--- src/hw/mss_pkg.sv ---
// Shared constants for the motion sensor serial port: link timing, register addresses,
// field layouts and state encodings.
// Assumes a 200 MHz system clock on both ends.
package mss_pkg;
  localparam int CLK_NS = 5;
  // Link timing figures in their own units, then cycles (least times round up).
  localparam int T_WR_RD_US = 20;
  localparam int T_RD_NEXT_NS = 500;
  localparam int T_RAD_US = 4;
  localparam int T_BEXIT_NS = 500;
  localparam int T_NCS_SCLK_NS = 120;
  localparam int T_HOLD_RD_NS = 120;
  localparam int T_HOLD_WR_US = 20;
  localparam int T_SCLK_HALF_NS = 500;
  localparam int WR_RD_CYC = (T_WR_RD_US * 1000 + CLK_NS - 1) / CLK_NS;
  localparam int RD_NEXT_CYC = (T_RD_NEXT_NS + CLK_NS - 1) / CLK_NS;
  localparam int RAD_CYC = (T_RAD_US * 1000 + CLK_NS - 1) / CLK_NS;
  localparam int BEXIT_CYC = (T_BEXIT_NS + CLK_NS - 1) / CLK_NS;
  localparam int NCS_SCLK_CYC = (T_NCS_SCLK_NS + CLK_NS - 1) / CLK_NS;
  localparam int HOLD_RD_CYC = (T_HOLD_RD_NS + CLK_NS - 1) / CLK_NS;
  localparam int HOLD_WR_CYC = (T_HOLD_WR_US * 1000 + CLK_NS - 1) / CLK_NS;
  localparam int HALF_CYC = T_SCLK_HALF_NS / CLK_NS;
  localparam int GAP_CYC = (BEXIT_CYC > RD_NEXT_CYC) ? BEXIT_CYC : RD_NEXT_CYC;
  // Power-saving downshift times (8.4 s kept as 84 tenths).
  localparam longint DS1_MS = 237;
  localparam longint DS2_DS = 84;
  localparam longint DS3_S = 504;
  localparam longint DS1_CYC = DS1_MS * 1000000 / CLK_NS;
  localparam longint DS2_CYC = DS2_DS * 100000000 / CLK_NS;
  localparam longint DS3_CYC = DS3_S * 1000000000 / CLK_NS;
  localparam int ILLUM_CYC = 20;
  // Device register addresses and fields.
  localparam logic [6:0] ADDR_MOTION = 7'h02;
  localparam logic [6:0] ADDR_DY = 7'h03;
  localparam logic [6:0] ADDR_DX = 7'h04;
  localparam logic [6:0] ADDR_SURFACE_QUALITY = 7'h05;
  localparam logic [6:0] ADDR_EXP_HI = 7'h06;
  localparam logic [6:0] ADDR_EXP_LO = 7'h07;
  localparam logic [6:0] ADDR_PEAK = 7'h08;
  localparam logic [6:0] ADDR_BURST = 7'h42;
  localparam int MOTION_BIT = 7;
  localparam int MODE_LSB = 0;
  localparam logic [2:0] BURST_LAST = 3'h6;
  // Host APB register offsets and fields.
  localparam logic [7:0] OFS_CMD = 8'h00;
  localparam logic [7:0] OFS_STATUS = 8'h04;
  localparam logic [7:0] OFS_RDATA0 = 8'h08;
  localparam logic [7:0] OFS_RDATA1 = 8'h0C;
  localparam logic [7:0] OFS_INT_STAT = 8'h10;
  localparam logic [7:0] OFS_INT_MASK = 8'h14;
  localparam int CMD_WR_BIT = 7;
  localparam int CMD_DATA_LSB = 8;
  localparam int CMD_CNT_LSB = 16;
  localparam int INT_DONE = 0;
  localparam int INT_MOTION = 1;
  typedef enum logic [1:0] {
    MODE_RUN = 2'b00, MODE_REST1 = 2'b01, MODE_REST2 = 2'b10, MODE_REST3 = 2'b11
  } mss_mode_type;
  typedef enum logic [2:0] {
    DS_IDLE = 3'b000, DS_ADDR = 3'b001, DS_WDATA = 3'b010, DS_RDATA = 3'b011,
    DS_DONE = 3'b100
  } mss_dev_state_type;
  typedef enum logic [2:0] {
    HS_IDLE = 3'b000, HS_LEAD = 3'b001, HS_LOW = 3'b010, HS_HIGH = 3'b011,
    HS_RAD = 3'b100, HS_HOLD = 3'b101, HS_GAP = 3'b110
  } mss_host_state_type;
endpackage

--- src/hw/mss_link_if.sv ---
// Four-wire serial link between host controller and sensor, plus the motion line.
// Assumes a testbench instantiates it and joins both ends.
`timescale 1ns/1ps
interface mss_link_if;
  logic ncs_b;
  logic sclk;
  logic mosi;
  logic miso;
  logic miso_oe;
  logic motion_b;
  logic miso_line;
  // A released line shows the inverse of the last bit, so a host that samples it too
  // early or too late reads a wrong value rather than a plausible one.
  assign miso_line = miso_oe ? miso : ~miso;
  modport dev (input ncs_b, input sclk, input mosi, output miso, output miso_oe,
    output motion_b);
  modport host (output ncs_b, output sclk, output mosi, input miso_line,
    input motion_b);
endinterface // mss_link_if

--- src/hw/mss_device.sv ---
// Sensor end: serial slave port, motion flag and line, power-mode downshift and
// pulsed illumination.
// Assumes link pins arrive asynchronously and the image side gives motion samples.
`timescale 1ns/1ps
module mss_device #(
  parameter longint DS1 = mss_pkg::DS1_CYC,
  parameter longint DS2 = mss_pkg::DS2_CYC,
  parameter longint DS3 = mss_pkg::DS3_CYC,
  parameter int FRAME_RUN = 200000,
  parameter int FRAME_REST1 = 1300000,
  parameter int FRAME_REST2 = 2000000,
  parameter int FRAME_REST3 = 4000000
) (
  input wire logic clock,
  input wire logic rst_b,
  mss_link_if.dev link,
  input wire logic motion_valid,
  input wire logic [7:0] dx_in,
  input wire logic [7:0] dy_in,
  input wire logic [7:0] surface_quality_in,
  input wire logic [15:0] exposure_in,
  input wire logic [7:0] peak_in,
  output logic frame_req,
  output logic illum_drive,
  output mss_pkg::mss_mode_type power_mode
);
  import mss_pkg::*;

  ////////////////////////////////////////////////////////////////////////////////
  // Pin synchronisers. Logic reads the second stage, plus the third stage of the clock line for edges.
  logic ncs_s1, ncs_s2, sclk_s1, sclk_s2, sclk_q, mosi_s1, mosi_s2;
  logic sclk_rise, sclk_fall;

  // Two flops per pin, then a third for edge detection on the clock line.
  always_ff @(posedge clock) begin
    if (!rst_b) begin
      ncs_s1 <= 1'b1;
      ncs_s2 <= 1'b1;
      sclk_s1 <= 1'b1;
      sclk_s2 <= 1'b1;
      sclk_q <= 1'b1;
      mosi_s1 <= 1'b0;
      mosi_s2 <= 1'b0;
    end else begin
      ncs_s1 <= link.ncs_b;
      ncs_s2 <= ncs_s1;
      sclk_s1 <= link.sclk;
      sclk_s2 <= sclk_s1;
      sclk_q <= sclk_s2;
      mosi_s1 <= link.mosi;
      mosi_s2 <= mosi_s1;
    end
  end

  assign sclk_rise = sclk_s2 & ~sclk_q;
  assign sclk_fall = ~sclk_s2 & sclk_q;

  ////////////////////////////////////////////////////////////////////////////////
  // Sensor data held for readout.
  logic mot_reg, mot_next, dy_seen_reg, dy_seen_next;
  logic [7:0] dx_reg, dx_next, dy_reg, dy_next;
  logic [7:0] sq_reg, sq_next, peak_reg, peak_next;
  logic [15:0] exp_reg, exp_next;
  logic motion_b_reg, motion_b_next;
  logic new_motion, clear_motion;
  logic rd_stb, wr_stb;
  logic [6:0] rd_addr;

  // Read multiplexer; unmapped addresses read as zero.
  function automatic logic [7:0] rd_byte(input logic [6:0] a);
    unique case (a)
      ADDR_MOTION: rd_byte = {mot_reg, 7'h00};
      ADDR_DY: rd_byte = dy_reg;
      ADDR_DX: rd_byte = dx_reg;
      ADDR_SURFACE_QUALITY: rd_byte = sq_reg;
      ADDR_EXP_HI: rd_byte = exp_reg[15:8];
      ADDR_EXP_LO: rd_byte = exp_reg[7:0];
      ADDR_PEAK: rd_byte = peak_reg;
      default: rd_byte = 8'h00;
    endcase
  endfunction

  ////////////////////////////////////////////////////////////////////////////////
  // Serial port state machine.
  mss_dev_state_type st_reg, st_next;
  logic [2:0] bit_reg, bit_next, idx_reg, idx_next;
  logic [7:0] sh_reg, sh_next, out_reg, out_next;
  logic [6:0] addr_reg, addr_next;
  logic burst_reg, burst_next, miso_reg, miso_next, oe_reg, oe_next;

  // Next-state logic; a raised select overrides everything and resets the port.
  always_comb begin
    st_next = st_reg;
    bit_next = bit_reg;
    idx_next = idx_reg;
    sh_next = sh_reg;
    out_next = out_reg;
    addr_next = addr_reg;
    burst_next = burst_reg;
    miso_next = miso_reg;
    oe_next = oe_reg;
    rd_stb = 1'b0;
    wr_stb = 1'b0;
    rd_addr = addr_reg;
    if (ncs_s2) begin
      st_next = DS_IDLE;
      oe_next = 1'b0;
      bit_next = 3'h0;
    end else begin
      unique case (st_reg)
        DS_IDLE: begin
          st_next = DS_ADDR;
          idx_next = 3'h0;
          burst_next = 1'b0;
        end
        DS_ADDR: begin
          if (sclk_rise) begin
            sh_next = {sh_reg[6:0], mosi_s2};
            bit_next = bit_reg + 3'h1;
            if (bit_reg == 3'h7) begin
              addr_next = {sh_reg[5:0], mosi_s2};
              if (sh_reg[6]) begin
                st_next = DS_WDATA;
              end else begin
                st_next = DS_RDATA;
                // Data is latched right after the address, hence the address gap.
                if ({sh_reg[5:0], mosi_s2} == ADDR_BURST) begin
                  burst_next = 1'b1;
                  rd_addr = ADDR_MOTION;
                end else begin
                  rd_addr = {sh_reg[5:0], mosi_s2};
                end
                out_next = rd_byte(rd_addr);
                rd_stb = 1'b1;
              end
            end
          end
        end
        DS_WDATA: begin
          if (sclk_rise) begin
            sh_next = {sh_reg[6:0], mosi_s2};
            bit_next = bit_reg + 3'h1;
            if (bit_reg == 3'h7) begin
              wr_stb = 1'b1;
              st_next = DS_DONE;
            end
          end
        end
        DS_RDATA: begin
          if (sclk_fall) begin
            oe_next = 1'b1;
            miso_next = out_reg[7];
            out_next = {out_reg[6:0], 1'b0};
          end else if (sclk_rise) begin
            bit_next = bit_reg + 3'h1;
            if (bit_reg == 3'h7) begin
              if (burst_reg && idx_reg != BURST_LAST) begin
                idx_next = idx_reg + 3'h1;
                rd_addr = ADDR_MOTION + {4'h0, idx_next};
                out_next = rd_byte(rd_addr);
                rd_stb = 1'b1;
              end else begin
                st_next = DS_DONE;
              end
            end
          end
        end
        DS_DONE: begin
          // Port stays locked until select is raised; early commands are lost.
          st_next = DS_DONE;
        end
        default: st_next = DS_IDLE;
      endcase
    end
  end

  // The port only answers edges the host makes; it never drives a transfer.
  always_ff @(posedge clock) begin
    if (!rst_b) begin
      st_reg <= DS_IDLE;
      bit_reg <= 3'h0;
      idx_reg <= 3'h0;
      sh_reg <= 8'h00;
      out_reg <= 8'h00;
      addr_reg <= 7'h00;
      burst_reg <= 1'b0;
      miso_reg <= 1'b0;
      oe_reg <= 1'b0;
    end else begin
      st_reg <= st_next;
      bit_reg <= bit_next;
      idx_reg <= idx_next;
      sh_reg <= sh_next;
      out_reg <= out_next;
      addr_reg <= addr_next;
      burst_reg <= burst_next;
      miso_reg <= miso_next;
      oe_reg <= oe_next;
    end
  end

  assign link.miso = miso_reg;
  assign link.miso_oe = oe_reg;

  ////////////////////////////////////////////////////////////////////////////////
  // Motion flag and data; new motion wins over a clear in the same cycle.
  always_comb begin
    new_motion = motion_valid && (dx_in != 8'h00 || dy_in != 8'h00);
    clear_motion = (wr_stb && addr_reg == ADDR_MOTION) ||
      (rd_stb && rd_addr == ADDR_DX && dy_seen_reg);
    dx_next = clear_motion ? 8'h00 : dx_reg;
    dy_next = clear_motion ? 8'h00 : dy_reg;
    if (new_motion) begin
      dx_next = dx_next + dx_in;
      dy_next = dy_next + dy_in;
    end
    mot_next = new_motion | (mot_reg & ~clear_motion);
    dy_seen_next = clear_motion ? 1'b0 : (dy_seen_reg | (rd_stb && rd_addr == ADDR_DY));
    sq_next = motion_valid ? surface_quality_in : sq_reg;
    exp_next = motion_valid ? exposure_in : exp_reg;
    peak_next = motion_valid ? peak_in : peak_reg;
    motion_b_next = ~mot_next;
  end

  // Registers for the motion data group.
  always_ff @(posedge clock) begin
    if (!rst_b) begin
      mot_reg <= 1'b0;
      dy_seen_reg <= 1'b0;
      dx_reg <= 8'h00;
      dy_reg <= 8'h00;
      sq_reg <= 8'h00;
      exp_reg <= 16'h0000;
      peak_reg <= 8'h00;
      motion_b_reg <= 1'b1;
    end else begin
      mot_reg <= mot_next;
      dy_seen_reg <= dy_seen_next;
      dx_reg <= dx_next;
      dy_reg <= dy_next;
      sq_reg <= sq_next;
      exp_reg <= exp_next;
      peak_reg <= peak_next;
      motion_b_reg <= motion_b_next;
    end
  end

  assign link.motion_b = motion_b_reg;

  ////////////////////////////////////////////////////////////////////////////////
  // Power modes and frame timing. Idle time is wide enough for the longest downshift.
  logic [36:0] idle_reg, idle_next;
  logic [23:0] frm_reg, frm_next;
  logic [7:0] led_reg, led_next;
  logic frame_next;
  mss_mode_type mode_reg, mode_next;

  // Frame period for each mode; longer periods save power at the cost of response.
  function automatic logic [23:0] frame_period(input mss_mode_type m);
    unique case (m)
      MODE_RUN: frame_period = 24'(FRAME_RUN);
      MODE_REST1: frame_period = 24'(FRAME_REST1);
      MODE_REST2: frame_period = 24'(FRAME_REST2);
      MODE_REST3: frame_period = 24'(FRAME_REST3);
    endcase
  endfunction

  // Downshift by time since motion; motion snaps back to run mode.
  always_comb begin
    idle_next = new_motion ? 37'h0 : ((idle_reg == 37'(DS3)) ? idle_reg : idle_reg + 37'h1);
    if (idle_next >= 37'(DS3)) begin
      mode_next = MODE_REST3;
    end else if (idle_next >= 37'(DS2)) begin
      mode_next = MODE_REST2;
    end else if (idle_next >= 37'(DS1)) begin
      mode_next = MODE_REST1;
    end else begin
      mode_next = MODE_RUN;
    end
    frame_next = (frm_reg == 24'h0);
    frm_next = frame_next ? frame_period(mode_reg) : frm_reg - 24'h1;
    // The light source is only lit for a short pulse per frame.
    led_next = frame_next ? 8'(ILLUM_CYC) : ((led_reg != 8'h00) ? led_reg - 8'h01 : 8'h00);
  end

  // Registers for the power group.
  always_ff @(posedge clock) begin
    if (!rst_b) begin
      idle_reg <= 37'h0;
      mode_reg <= MODE_RUN;
      frm_reg <= 24'h0;
      led_reg <= 8'h00;
      frame_req <= 1'b0;
      illum_drive <= 1'b0;
    end else begin
      idle_reg <= idle_next;
      mode_reg <= mode_next;
      frm_reg <= frm_next;
      led_reg <= led_next;
      frame_req <= frame_next;
      illum_drive <= (led_next != 8'h00);
    end
  end

  assign power_mode = mode_reg;
endmodule // mss_device

--- src/flat_wrapper.sv ---
// flat-port wrapper written by rule: the top's interface ports become plain ports
module mss_device_flat import mss_pkg::*;
#(
  parameter longint DS1 = mss_pkg::DS1_CYC,
  parameter longint DS2 = mss_pkg::DS2_CYC,
  parameter longint DS3 = mss_pkg::DS3_CYC,
  parameter int FRAME_RUN = 200000,
  parameter int FRAME_REST1 = 1300000,
  parameter int FRAME_REST2 = 2000000,
  parameter int FRAME_REST3 = 4000000
)
  (clock, rst_b, motion_valid, dx_in, dy_in, surface_quality_in, exposure_in, peak_in, frame_req, illum_drive, power_mode, link_ncs_b, link_sclk, link_mosi, link_miso, link_miso_oe, link_motion_b);
  mss_link_if link_i ();
  input wire logic clock;
  input wire logic rst_b;
  input wire logic motion_valid;
  input wire logic [7:0] dx_in;
  input wire logic [7:0] dy_in;
  input wire logic [7:0] surface_quality_in;
  input wire logic [15:0] exposure_in;
  input wire logic [7:0] peak_in;
  output logic frame_req;
  output logic illum_drive;
  output mss_pkg::mss_mode_type power_mode;
  input wire logic [$bits(link_i.ncs_b)-1:0] link_ncs_b;
  input wire logic [$bits(link_i.sclk)-1:0] link_sclk;
  input wire logic [$bits(link_i.mosi)-1:0] link_mosi;
  output wire logic [$bits(link_i.miso)-1:0] link_miso;
  output wire logic [$bits(link_i.miso_oe)-1:0] link_miso_oe;
  output wire logic [$bits(link_i.motion_b)-1:0] link_motion_b;
  assign link_i.ncs_b = link_ncs_b;
  assign link_i.sclk = link_sclk;
  assign link_i.mosi = link_mosi;
  assign link_miso = link_i.miso;
  assign link_miso_oe = link_i.miso_oe;
  assign link_motion_b = link_i.motion_b;
  mss_device #(.DS1(DS1), .DS2(DS2), .DS3(DS3), .FRAME_RUN(FRAME_RUN), .FRAME_REST1(FRAME_REST1), .FRAME_REST2(FRAME_REST2), .FRAME_REST3(FRAME_REST3)) u_core (.clock(clock), .rst_b(rst_b), .link(link_i), .motion_valid(motion_valid), .dx_in(dx_in), .dy_in(dy_in), .surface_quality_in(surface_quality_in), .exposure_in(exposure_in), .peak_in(peak_in), .frame_req(frame_req), .illum_drive(illum_drive), .power_mode(power_mode));
endmodule
--- config.mk ---
export PLATFORM = sky130hd
export DESIGN_NAME = mss_device_flat
export DESIGN_NICKNAME = d
export VERILOG_FILES = /design/src/hw/mss_pkg.sv /design/src/hw/mss_link_if.sv /design/src/hw/mss_device.sv /design/src/flat_wrapper.sv
export SDC_FILE = /design/constraint.sdc
export NUM_CORES = 1
export LEC_CHECK = 0
export BUFFER_PORTS_ARGS = -buffer_cell sky130_fd_sc_hd__buf_2
export CAP_MARGIN = 5
export CORE_MARGIN = 5
export CORE_UTILIZATION = 55
export CTS_CLUSTER_DIAMETER = 200
export DETAILED_ROUTE_END_ITERATION = 7
export HOLD_SLACK_MARGIN = 0.08
export PLACE_DENSITY_LB_ADDON = 0.3
export SETUP_SLACK_MARGIN = 0.5
export SLEW_MARGIN = 5
export SYNTH_ARGS = -nofsm -noshare
export SYNTH_HDL_FRONTEND = slang
export SYNTH_SLANG_ARGS = --single-unit
--- constraint.sdc ---
create_clock -name clock -period 3.9 [get_ports clock]
set_clock_uncertainty 0.15 [all_clocks]
set_input_delay 0.78 -clock clock [delete_from_list [all_inputs] [get_ports clock]]
set_output_delay 0.78 -clock clock [all_outputs]
set_load 0.02 [all_outputs]
Word level (Yosys, flattened, before mapping)
Index checks and enable logic that the tools add are counted.
{"block": "word_totals", "regBits": 165, "inputBits": 54, "word_cells": 199}
{"block": "op_classes", "addsub": 8, "n_lt_le_gt_ge": 3, "eq_ne": 42, "mux": 74, "bitwise": 11, "reduce_logical": 31}
{"op": "$pmux 8 s7", "count": 2}
{"op": "$mux 8", "count": 13}
{"op": "$mux 7", "count": 14}
{"op": "$pmux 24 s4", "count": 1}
{"op": "$mux 37", "count": 2}
{"op": "$eq 7x3->1 const B", "count": 9}
{"op": "$eq 7x2->1 const B", "count": 6}
{"op": "$mux 3", "count": 14}
{"op": "$add 37x1->37 const B", "count": 1}
{"op": "$eq 37x37->1 const B", "count": 1}
{"op": "$ge 37x26->1 const B", "count": 1}
{"op": "$ge 37x31->1 const B", "count": 1}
{"op": "$ge 37x37->1 const B", "count": 1}
{"op": "$reduce_bool 8->1", "count": 4}
{"op": "$logic_not 24->1", "count": 1}
{"op": "$mux 24", "count": 1}
{"op": "$sub 24x1->24 const B", "count": 1}
{"op": "$mux 1", "count": 18}
{"op": "$add 8x8->8", "count": 2}
{"op": "$ne 2x1->1 const B", "count": 8}
{"op": "$pmux 8 s2", "count": 1}
{"op": "$reduce_and 8->1", "count": 2}
{"op": "$pmux 3 s5", "count": 1}
{"op": "$eq 7x4->1 const B", "count": 2}
{"op": "other kinds (29)", "count": 62}

Logic depth before layout (Yosys ltp)
Gate-level depths: netlist of the first run.
{"block": "depth", "depth_word": 20, "mapped_depth": 22, "mapped_depth_nobuf": 20}

Worst setup path before layout of the first run
Ideal clock, no wire load.
{"block": "synth_timing", "kind": "register -> register", "startpoint": "register u_core.idx_reg[0]", "endpoint": "register u_core.dx_reg[6]", "setup_ns": 0.117, "arrival_time_ns": 3.964, "t_required_ns": 3.633, "path_slack_ns": -0.331, "path_stages_with_launch": 22, "path_buffers": 2, "synth_period_minus_slack_ns": 4.231, "cell_sequence": "dfxtp_1 -> inv_1 -> ha_1 -> clkbuf_1 -> a21boi_0 -> and3_1 -> a22oi_1 -> o2bb2ai_1 -> and2b_1 -> a31oi_4 -> clkbuf_1 -> and2_1 -> ha_1 -> inv_1 -> fa_1 -> inv_1 -> a21oi_1 -> o21bai_1 -> a21o_1 -> a21oi_1 -> xnor2_1 -> a22o_1"}
{"block": "synth_via", "elab_chain_cells": 15, "elab_cells_between_ends": 23, "classes_between": "3 x add/sub; 2 x eq/ne; 14 x mux; 4 x reduce/logical"}
{"item": "start: declaration", "line": "mss_device.sv:86", "text": "logic [2:0] bit_reg, bit_next, idx_reg, idx_next;"}
{"item": "start signal: assignment", "line": "mss_device.sv:192", "text": "idx_reg <= idx_next;"}
{"item": "$add 3x1->3 or $ne 3x3->1 (tied branches)", "line": "mss_device.sv:158, mss_device.sv:157"}
{"item": "$add 2x3->4 or $logic_and 1x1->1 (tied branches)", "line": "mss_device.sv:159, mss_device.sv:157"}
{"item": "$mux 7", "line": "mss_device.sv:157", "text": "if (burst_reg && idx_reg != BURST_LAST) begin"}
{"item": "$mux 7", "line": "mss_device.sv:156", "text": "if (bit_reg == 3'h7) begin"}
{"item": "$mux 7", "line": "mss_device.sv:154", "text": "end else if (sclk_rise) begin"}
{"item": "$mux 7", "line": "mss_device.sv:150", "text": "if (sclk_fall) begin"}
{"item": "$pmux 7 s2", "line": "mss_device.sv:110", "text": "unique case (st_reg)"}
{"item": "$mux 7", "line": "mss_device.sv:105", "text": "if (ncs_s2) begin"}
{"item": "$eq 7x3->1", "line": "mss_device.sv:210", "text": "(rd_stb && rd_addr == ADDR_DX && dy_seen_reg);"}
{"item": "$logic_and 1x1->1 * (2 in series)", "line": "mss_device.sv:210"}
{"item": "$logic_or 1x1->1 *", "line": "mss_device.sv:209", "text": "clear_motion = (wr_stb && addr_reg == ADDR_MOTION) ||"}
{"item": "$mux 8 *", "line": "mss_device.sv:211", "text": "dx_next = clear_motion ? 8'h00 : dx_reg;"}
{"item": "$add 8x8->8", "line": "mss_device.sv:214", "text": "dx_next = dx_next + dx_in;"}
{"item": "$mux 8 *", "line": "mss_device.sv:213", "text": "if (new_motion) begin"}
{"item": "end signal: assignment", "line": "mss_device.sv:239", "text": "dx_reg <= dx_next;"}
{"item": "end: declaration", "line": "mss_device.sv:61", "text": "logic [7:0] dx_reg, dx_next, dy_reg, dy_next;"}
Mark *: on every way between the ends. The rest lies on a longest branch, timed or not.
A chain may end at the register's enable or synchronous reset.

Worst setup path in the final report of the first run
{"block": "layout_timing", "startpoint": "register u_core.idx_reg[1]", "endpoint": "register u_core.dy_reg[6]"}
{"block": "layout_via", "elab_chain_cells": 15, "elab_cells_between_ends": 23, "classes_between": "3 x add/sub; 2 x eq/ne; 14 x mux; 4 x reduce/logical"}
{"item": "$add 3x1->3 or $ne 3x3->1 (tied branches)", "line": "mss_device.sv:158, mss_device.sv:157"}
{"item": "$add 2x3->4 or $logic_and 1x1->1 (tied branches)", "line": "mss_device.sv:159, mss_device.sv:157"}
{"item": "$mux 7", "line": "mss_device.sv:157"}
{"item": "$mux 7", "line": "mss_device.sv:156"}
{"item": "$mux 7", "line": "mss_device.sv:154"}
{"item": "$mux 7", "line": "mss_device.sv:150"}
{"item": "$pmux 7 s2", "line": "mss_device.sv:110"}
{"item": "$mux 7", "line": "mss_device.sv:105"}
{"item": "$eq 7x3->1", "line": "mss_device.sv:210"}
{"item": "$logic_and 1x1->1 * (2 in series)", "line": "mss_device.sv:210"}
{"item": "$logic_or 1x1->1 *", "line": "mss_device.sv:209"}
{"item": "$mux 8 *", "line": "mss_device.sv:212", "text": "dy_next = clear_motion ? 8'h00 : dy_reg;"}
{"item": "$add 8x8->8", "line": "mss_device.sv:215", "text": "dy_next = dy_next + dy_in;"}
{"item": "$mux 8 *", "line": "mss_device.sv:213"}
{"item": "end signal: assignment", "line": "mss_device.sv:240", "text": "dy_reg <= dy_next;"}
{"item": "end: declaration", "line": "mss_device.sv:61"}
Marked as above.

==> results of run 1 <==
-- final cells by class --
cell class                 count  area share (%)
timing repair buffer         120            6.95
multi-input combinational    850            53.6
inverter                      43            1.44
tap                          220            2.45
sequential                   165            29.6
clock buffer                  19            4.03
clock inverter                13            1.93
-- what timing repair did --
action                     CTS  global route
pin swaps                   15            13
hold endpoints to repair     0             0
resized for setup           30            24
setup endpoints to repair   12            15
cloned                       1             0
setup buffers               20             6
-- kinds of logic after synthesis --
family	count (synthesis)	synth area share (%)
and+or+nand+nor	460	24.9
AOI/OAI and AO/OA	208	15.8
DFF	165	35.0
buffers and inverters	108	4.87
xor gates and xnor gates	83	7.71
muxes	61	6.62
adders and majority gates	37	5.07
-- cell usage in the layout (no fill, tap or decap), types with 35 or more instances in the layout --
cell type,netlist,final
a21oi_1,50,43
xnor2_1,51,48
buf_4,9,52
nor3_1,38,37
nand2_1,74,72
nor2_1,166,166
inv_1,42,35
buf_2,10,60
dfxtp_1,165,158
nand3_1,37,37
mux2i_1,50,50
-- routing by layer --
metal  vias to the layer above  share of wire, %  global-route usage [%]
li1                       4165                 -                       -
met1                      4115                47                    35.2
met2                       315                45                    37.6
met3                        39               6.3                    4.74
met4                         0               1.5                    6.83
met5                         -                 0                       0
-- critical path, stage by stage (launching register included) --
cell and delay, ns:
dfxtp_4 0.38, inv_1 0.11, ha_4 0.30, inv_2 0.06, ha_4 0.25, a22oi_2 0.24
o2bb2ai_4 0.08, o211a_1 0.15, a31oi_4 0.34, nand2_2 0.13, buf_4 0.15, buf_4 0.13
fa_2 0.37, inv_1 0.06, a21oi_1 0.06, o21bai_1 0.24, a21o_1 0.19, a21oi_2 0.06
xnor2_1 0.18, nand2_1 0.08, a21oi_1 0.14
-- stage by stage --
step / TNS (ns) / total power, mW / area [µm²] / utilization, % / instances
finish: -0.0262 / 4.99 / 11200 / 67.2 / 1430
global route: -0.722 / 5.22 / 11200 / 67.2 / 1430
CTS: 0 / 4.96 / 11100 / 66.3 / 1424
detailed placement: 0 / 3.03 / 10100 / 60.6 / 1371
global placement: 0 / 3.00 / 10100 / 60.6 / 1371
floorplan: 0 / 2.79 / 9600 / - / 1122
-- power by group through the flow --
stage               registers [mW]  clock network (mW)  logic, mW
detailed placement            2.03                   0      0.991
global route                  2.02                2.01       1.19
finish                        2.00                1.92       1.07
CTS                           2.00                1.93       1.03
global placement              2.03                   0      0.966
floorplan                     2.00                   0      0.785
-- final timing paths --
path | startpoint | end | depth (start not counted)
worst min-delay path | u_core.sclk_s1 | u_core.sclk_s2 | 1
worst max register to register | u_core.idx_reg[1] | u_core.dy_reg[6] | 20
worst min register to register | u_core.sclk_s1 | u_core.sclk_s2 | 1
worst max-delay path | u_core.idx_reg[1] | u_core.dy_reg[6] | 20
==> metrics.md, run 1 <==
| Metric | Value |
|---|---|
| Critical path required time | 4.11 ns |
| Clk root buf | clkbuf_16 |
| ANT cells | 0 |
| Max-slew violations | 0 |
| # IOs | 61 |
| Max FFs per register | 37 |
| Rel. slew slack | 50.7% |
| Worst slew pin tran | 0.738 ns |
| RSZ-0062 raised after global routing | true |
| FF/Latch Area | 3320 µm² |
| CTS tree | done |
| Max Freq | 0.255 GHz |
| Hpwl dp | 17000 µm |
| Setup crit end kind | register |
| Largest net degree at the start of global routing | 51 |
| Worst hold margin | 0.267 ns |
| # fillers | 1342 |
| Place WS | 0.0180 ns |
| PD cells | 444 nW/µm² |
| Wirelength, routed | 25100 µm |
| Area growth from synthesis to layout | 19.1% |
| Netlist cell types | 80 |
| Post-Syn Area | 9430 µm² |
| CP arrival | 4.14 ns |
| Synth top area cells | dfxtp_1, nor2_1, mux2i_1 |
| Part of the power in registers | 40.1% |
| Leakage power figure | 4.43 nW |
| Number of synthesized flops with an enable pin | 0 |
| Clk buf depth | 2 |
| Status | finished, violations left |
| Crit Path Class | register to register |
| Post-route DRC | 0 |
| Failing checks | negative setup slack |
| Chip Height | 141 µm |
| Internal power | 3.53 mW |
| GRT Overall Usage | 24.5% |
| Avg Synthesized Cell Area | 8.40 µm² |
| CP startpoint kind | register |
| Synth area leader | dfxtp_1 |
| Crit path max fanout | 5 |
| Worst-path clk slew | 0.07 ns |
| Vias | 8634 |
| Ys flop type | dfxtp_1 |
| Worst hold path type | register to register |
| Layout cell share with drive strength beyond 1 | 20.6% |
| Yosys warning total | 0 |
| Fin crit share | 101% |
| First drt pass iteration count | 7 |
| Die X | 141 µm |
| #FFs+latches synth | 165 |
| Maximum VDD drop | 372 µV |
| Final hold viol count | 0 |
| Routability cong. | 0.928 |
| Combinational power share | 21.4% |
| Starting Density | 56.5% |
| Final Setup Violations | 1 |
| Synth Net Count | 1213 |
| Clock power frac | 38.4% |
| # H-tree levels | 4 |
| Psw | 1.46 mW |
| Core Area | 16700 µm² |
| IO buf count | 60 |
| Sequential-to-total area share from yosys stat | 35.0% |
| Reg2Reg Setup Slack | -0.03 ns |
| Post-CTS Hold Fix Bufs | 0 |
| Clk_lat worst skew | 0.43 ns |
| Via density | 6.04 |
| Multi-input gate area | 6020 µm² |
| Iter 0 DRT Violations | 792 |
| Num CTS Buffers | 17 |
| Clock Sink Count | 165 |
| Post-route ant nets | 0 |
| Die ar. | 19900 µm² |
| Synth async-reset ratio | 0% |
| First-pass GRT wire length | 40200 µm |
| Synth cell count leaders | nor2_1, dfxtp_1, nand2_1 |
| Remaining global-route overflow | 0 |
| Top-count cell post-synth | nor2_1 |
| Initial antenna violation count | 0 |
| DR WL/cell | 17.5 µm |
| Final #Nets | 1288 |
| Area share of the largest cell type after synthesis | 35.0% |
| Vias in the first global route | 8055 |
| Cells after Synth | 1122 |
| Switching portion of total power | 29.2% |
| Setup WS post-layout | -0.0262 ns |
| Max Cap Viol | 0 |
| Crit path time final | 3.93 ns |
| FP Rows | 47 |
Note: power is estimated with default switching activity, not from simulation.
==> inputs of run 2 (changes only) <==
REMOVE_ABC_BUFFERS = 1   (was not set)
==> run 2 against run 1 <==
The run ends with design-rule violations left. Power down 2.9%. Non-clock buffer count up 8. Die area unchanged. Combinational power up 4%. Register-to-register slack better by 0.14 ns. Utilization up 0.34 points. Worst setup slack better by 0.14 ns. Maximum frequency up 3.6%. Via count up 1.2%. Hold slack better by 0.011 ns. Sequential share of layout area down 0.22 points. Largest power group unchanged.
==> metrics.md, run 2 (same netlist as run 1, synthesis figures left out) <==
| Metric | Value |
|---|---|
| Worst hold margin | 0.278 ns |
| Iter 0 DRT Violations | 855 |
| Vias in the first global route | 8334 |
| Worst-path clk slew | 0.07 ns |
| Cell Chain, Critical Path | or4b_4, a2111oi_4, nor2b_1, a2111oi_2, and2b_1, a31oi_4, buf_12, nand2_4, inv_2, ha_4, a21o_1, a21oi_4, o21bai_1, a21oi_2, o21ai_2, xor2_1, nand2_1, xnor2_1, nor2_1 |
| Hpwl dp | 17000 µm |
| Setup crit end kind | register |
| Die X | 141 µm |
| Chip Height | 141 µm |
| GRT Overall Usage | 24.9% |
| Slowest CP cell | or4b_4 |
| Fin crit share | 97.2% |
| Largest net degree at the start of global routing | 60 |
| Worst hold path type | register to register |
| Max-slew violations | 0 |
| Failing checks | design-rule violations |
| CP arrival | 3.95 ns |
| # IOs | 61 |
| Clock Sink Count | 165 |
| Post-Route Setup TNS | 0 ns |
| Die ar. | 19900 µm² |
| Max Cap Viol | 0 |
| First drt pass iteration count | 8 |
| Crit path time final | 3.79 ns |
| Final hold viol count | 0 |
| ANT cells | 0 |
| Layout Cells excl Fill | 1437 |
| CP bufs+invs | 2 |
| Remaining global-route overflow | 0 |
| Vias | 8738 |
| CP startpoint kind | register |
| Max Freq | 0.264 GHz |
| Leakage power figure | 4.46 nW |
| # H-tree levels | 4 |
| Status | finished, violations left |
| Placed Instances | 1387 |
| Via density | 6.08 |
| Initial antenna violation count | 0 |
| Maximum VDD drop | 365 µV |
| PD cells | 429 nW/µm² |
| CTS tree | done |
| Routability cong. | 0.905 |
| Post-route DRC | 3 |
| Final #Nets | 1295 |
| Worst slew pin tran | 0.752 ns |
| Post-route ant nets | 0 |
| Design area | 11300 µm² |
| Num CTS Buffers | 17 |
| Layout cell share with drive strength beyond 1 | 21.4% |
| Crit path max fanout | 8 |
| Core Area | 16700 µm² |
| Critical path required time | 4.07 ns |
| Max FFs per register | 37 |
| IO buf count | 60 |
| Final Setup Violations | 0 |
| Rel. slew slack | 49.7% |
| Area growth from synthesis to layout | 19.7% |
| Clk buf depth | 2 |
| CP delay by family, top | compound AO/OA/AOI/OAI gates |
| Clk_lat worst skew | 0.44 ns |
| Most frequent cells in the layout | nor2_1, dfxtp_1, nand2_1, buf_2, buf_4 |
| FP Rows | 47 |
| Wirelength, routed | 25100 µm |
| DP Area | 10100 µm² |
| Post-CTS Hold Fix Bufs | 0 |
| First-pass GRT wire length | 41400 µm |
| Starting Density | 56.5% |
| Max stage delay on crit path | 0.55 ns |
| Commonest non-fill, non-tap cell in the layout | nor2_1 |
| DR WL/cell | 17.5 µm |
| Crit Path Class | register to register |
| Clk root buf | clkbuf_16 |
| RSZ-0062 raised after global routing | true |
## run 2: cell count changes in the layout (fill, tap and decap cells not counted), moves of 2 or more
cell        previous run  this run
clkinvlp_4             2         4
xnor2_2                3         7
bufinv_16              5         2
dfxtp_4                3         0
a21oi_4                0         2
buf_4                 52        54
dfxtp_2                4         7
nand2_2                2         0
inv_6                  3         1
buf_6                  8        12
nand2_4                0         2
buf_12                 0         2
xnor2_1               48        44
## run 2: final timing paths
kind / startpoint / end / slack, ns / cells after the start
worst min register to register: u_core.ncs_s1 / u_core.ncs_s2 / 0.28 / 1
worst min-delay path: u_core.ncs_s1 / u_core.ncs_s2 / 0.28 / 1
worst max-delay path: u_core.sh_reg[2] / u_core.dy_reg[7] / 0.11 / 19
worst max register to register: u_core.sh_reg[2] / u_core.dy_reg[7] / 0.11 / 19
## run 2: per-layer routing
metal | GRT usage (%) | wire length (µm) | vias to the layer above
met1 | 35.5 | 11500 | 4159
li1 | - | - | 4162
met4 | 6.02 | 453 | 0
met5 | 0 | 0 | -
met2 | 39.4 | 11300 | 369
met3 | 4.33 | 1840 | 48
## run 2: area by class of cell
| class | count | area [µm²] |
|---|---|---|
| inverter | 43 | 161 |
| clock buffer | 19 | 453 |
| clock inverter | 13 | 149 |
| multi-input combinational | 849 | 6050 |
| fill | 1338 | 5420 |
| tap | 220 | 275 |
| sequential | 165 | 3310 |
| timing repair buffer | 128 | 881 |
## run 2: power breakdown
group | switching, mW | internal (mW) | leakage, nW
combinational | 0.593 | 0.519 | 2.83
clock | 0.738 | 0.987 | 0.285
sequential | 0.150 | 1.86 | 1.35
total | 1.48 | 3.36 | 4.46
## run 2: stage by stage
stage | worst slack (ns) | utilization, % | total power [mW]
2_1_floorplan | -0.321 | - | 2.75
3_3_place_gp | -0.0387 | 60.5 | 2.99
3_5_place_dp | -0.156 | 60.5 | 3.02
4_1_cts | 0.195 | 66.7 | 4.81
5_1_grt | -0.112 | 67.6 | 5.10
6_report | 0.111 | 67.6 | 4.84
## run 2: repair_timing
item / 4_1_cts / 5_1_grt
gates resized for setup: 69 / 27
hold endpoints to repair: 0 / 0
setup buffers: 15 / 3
endpoints found under the setup margin: 14 / 15
pin swaps: 46 / 13
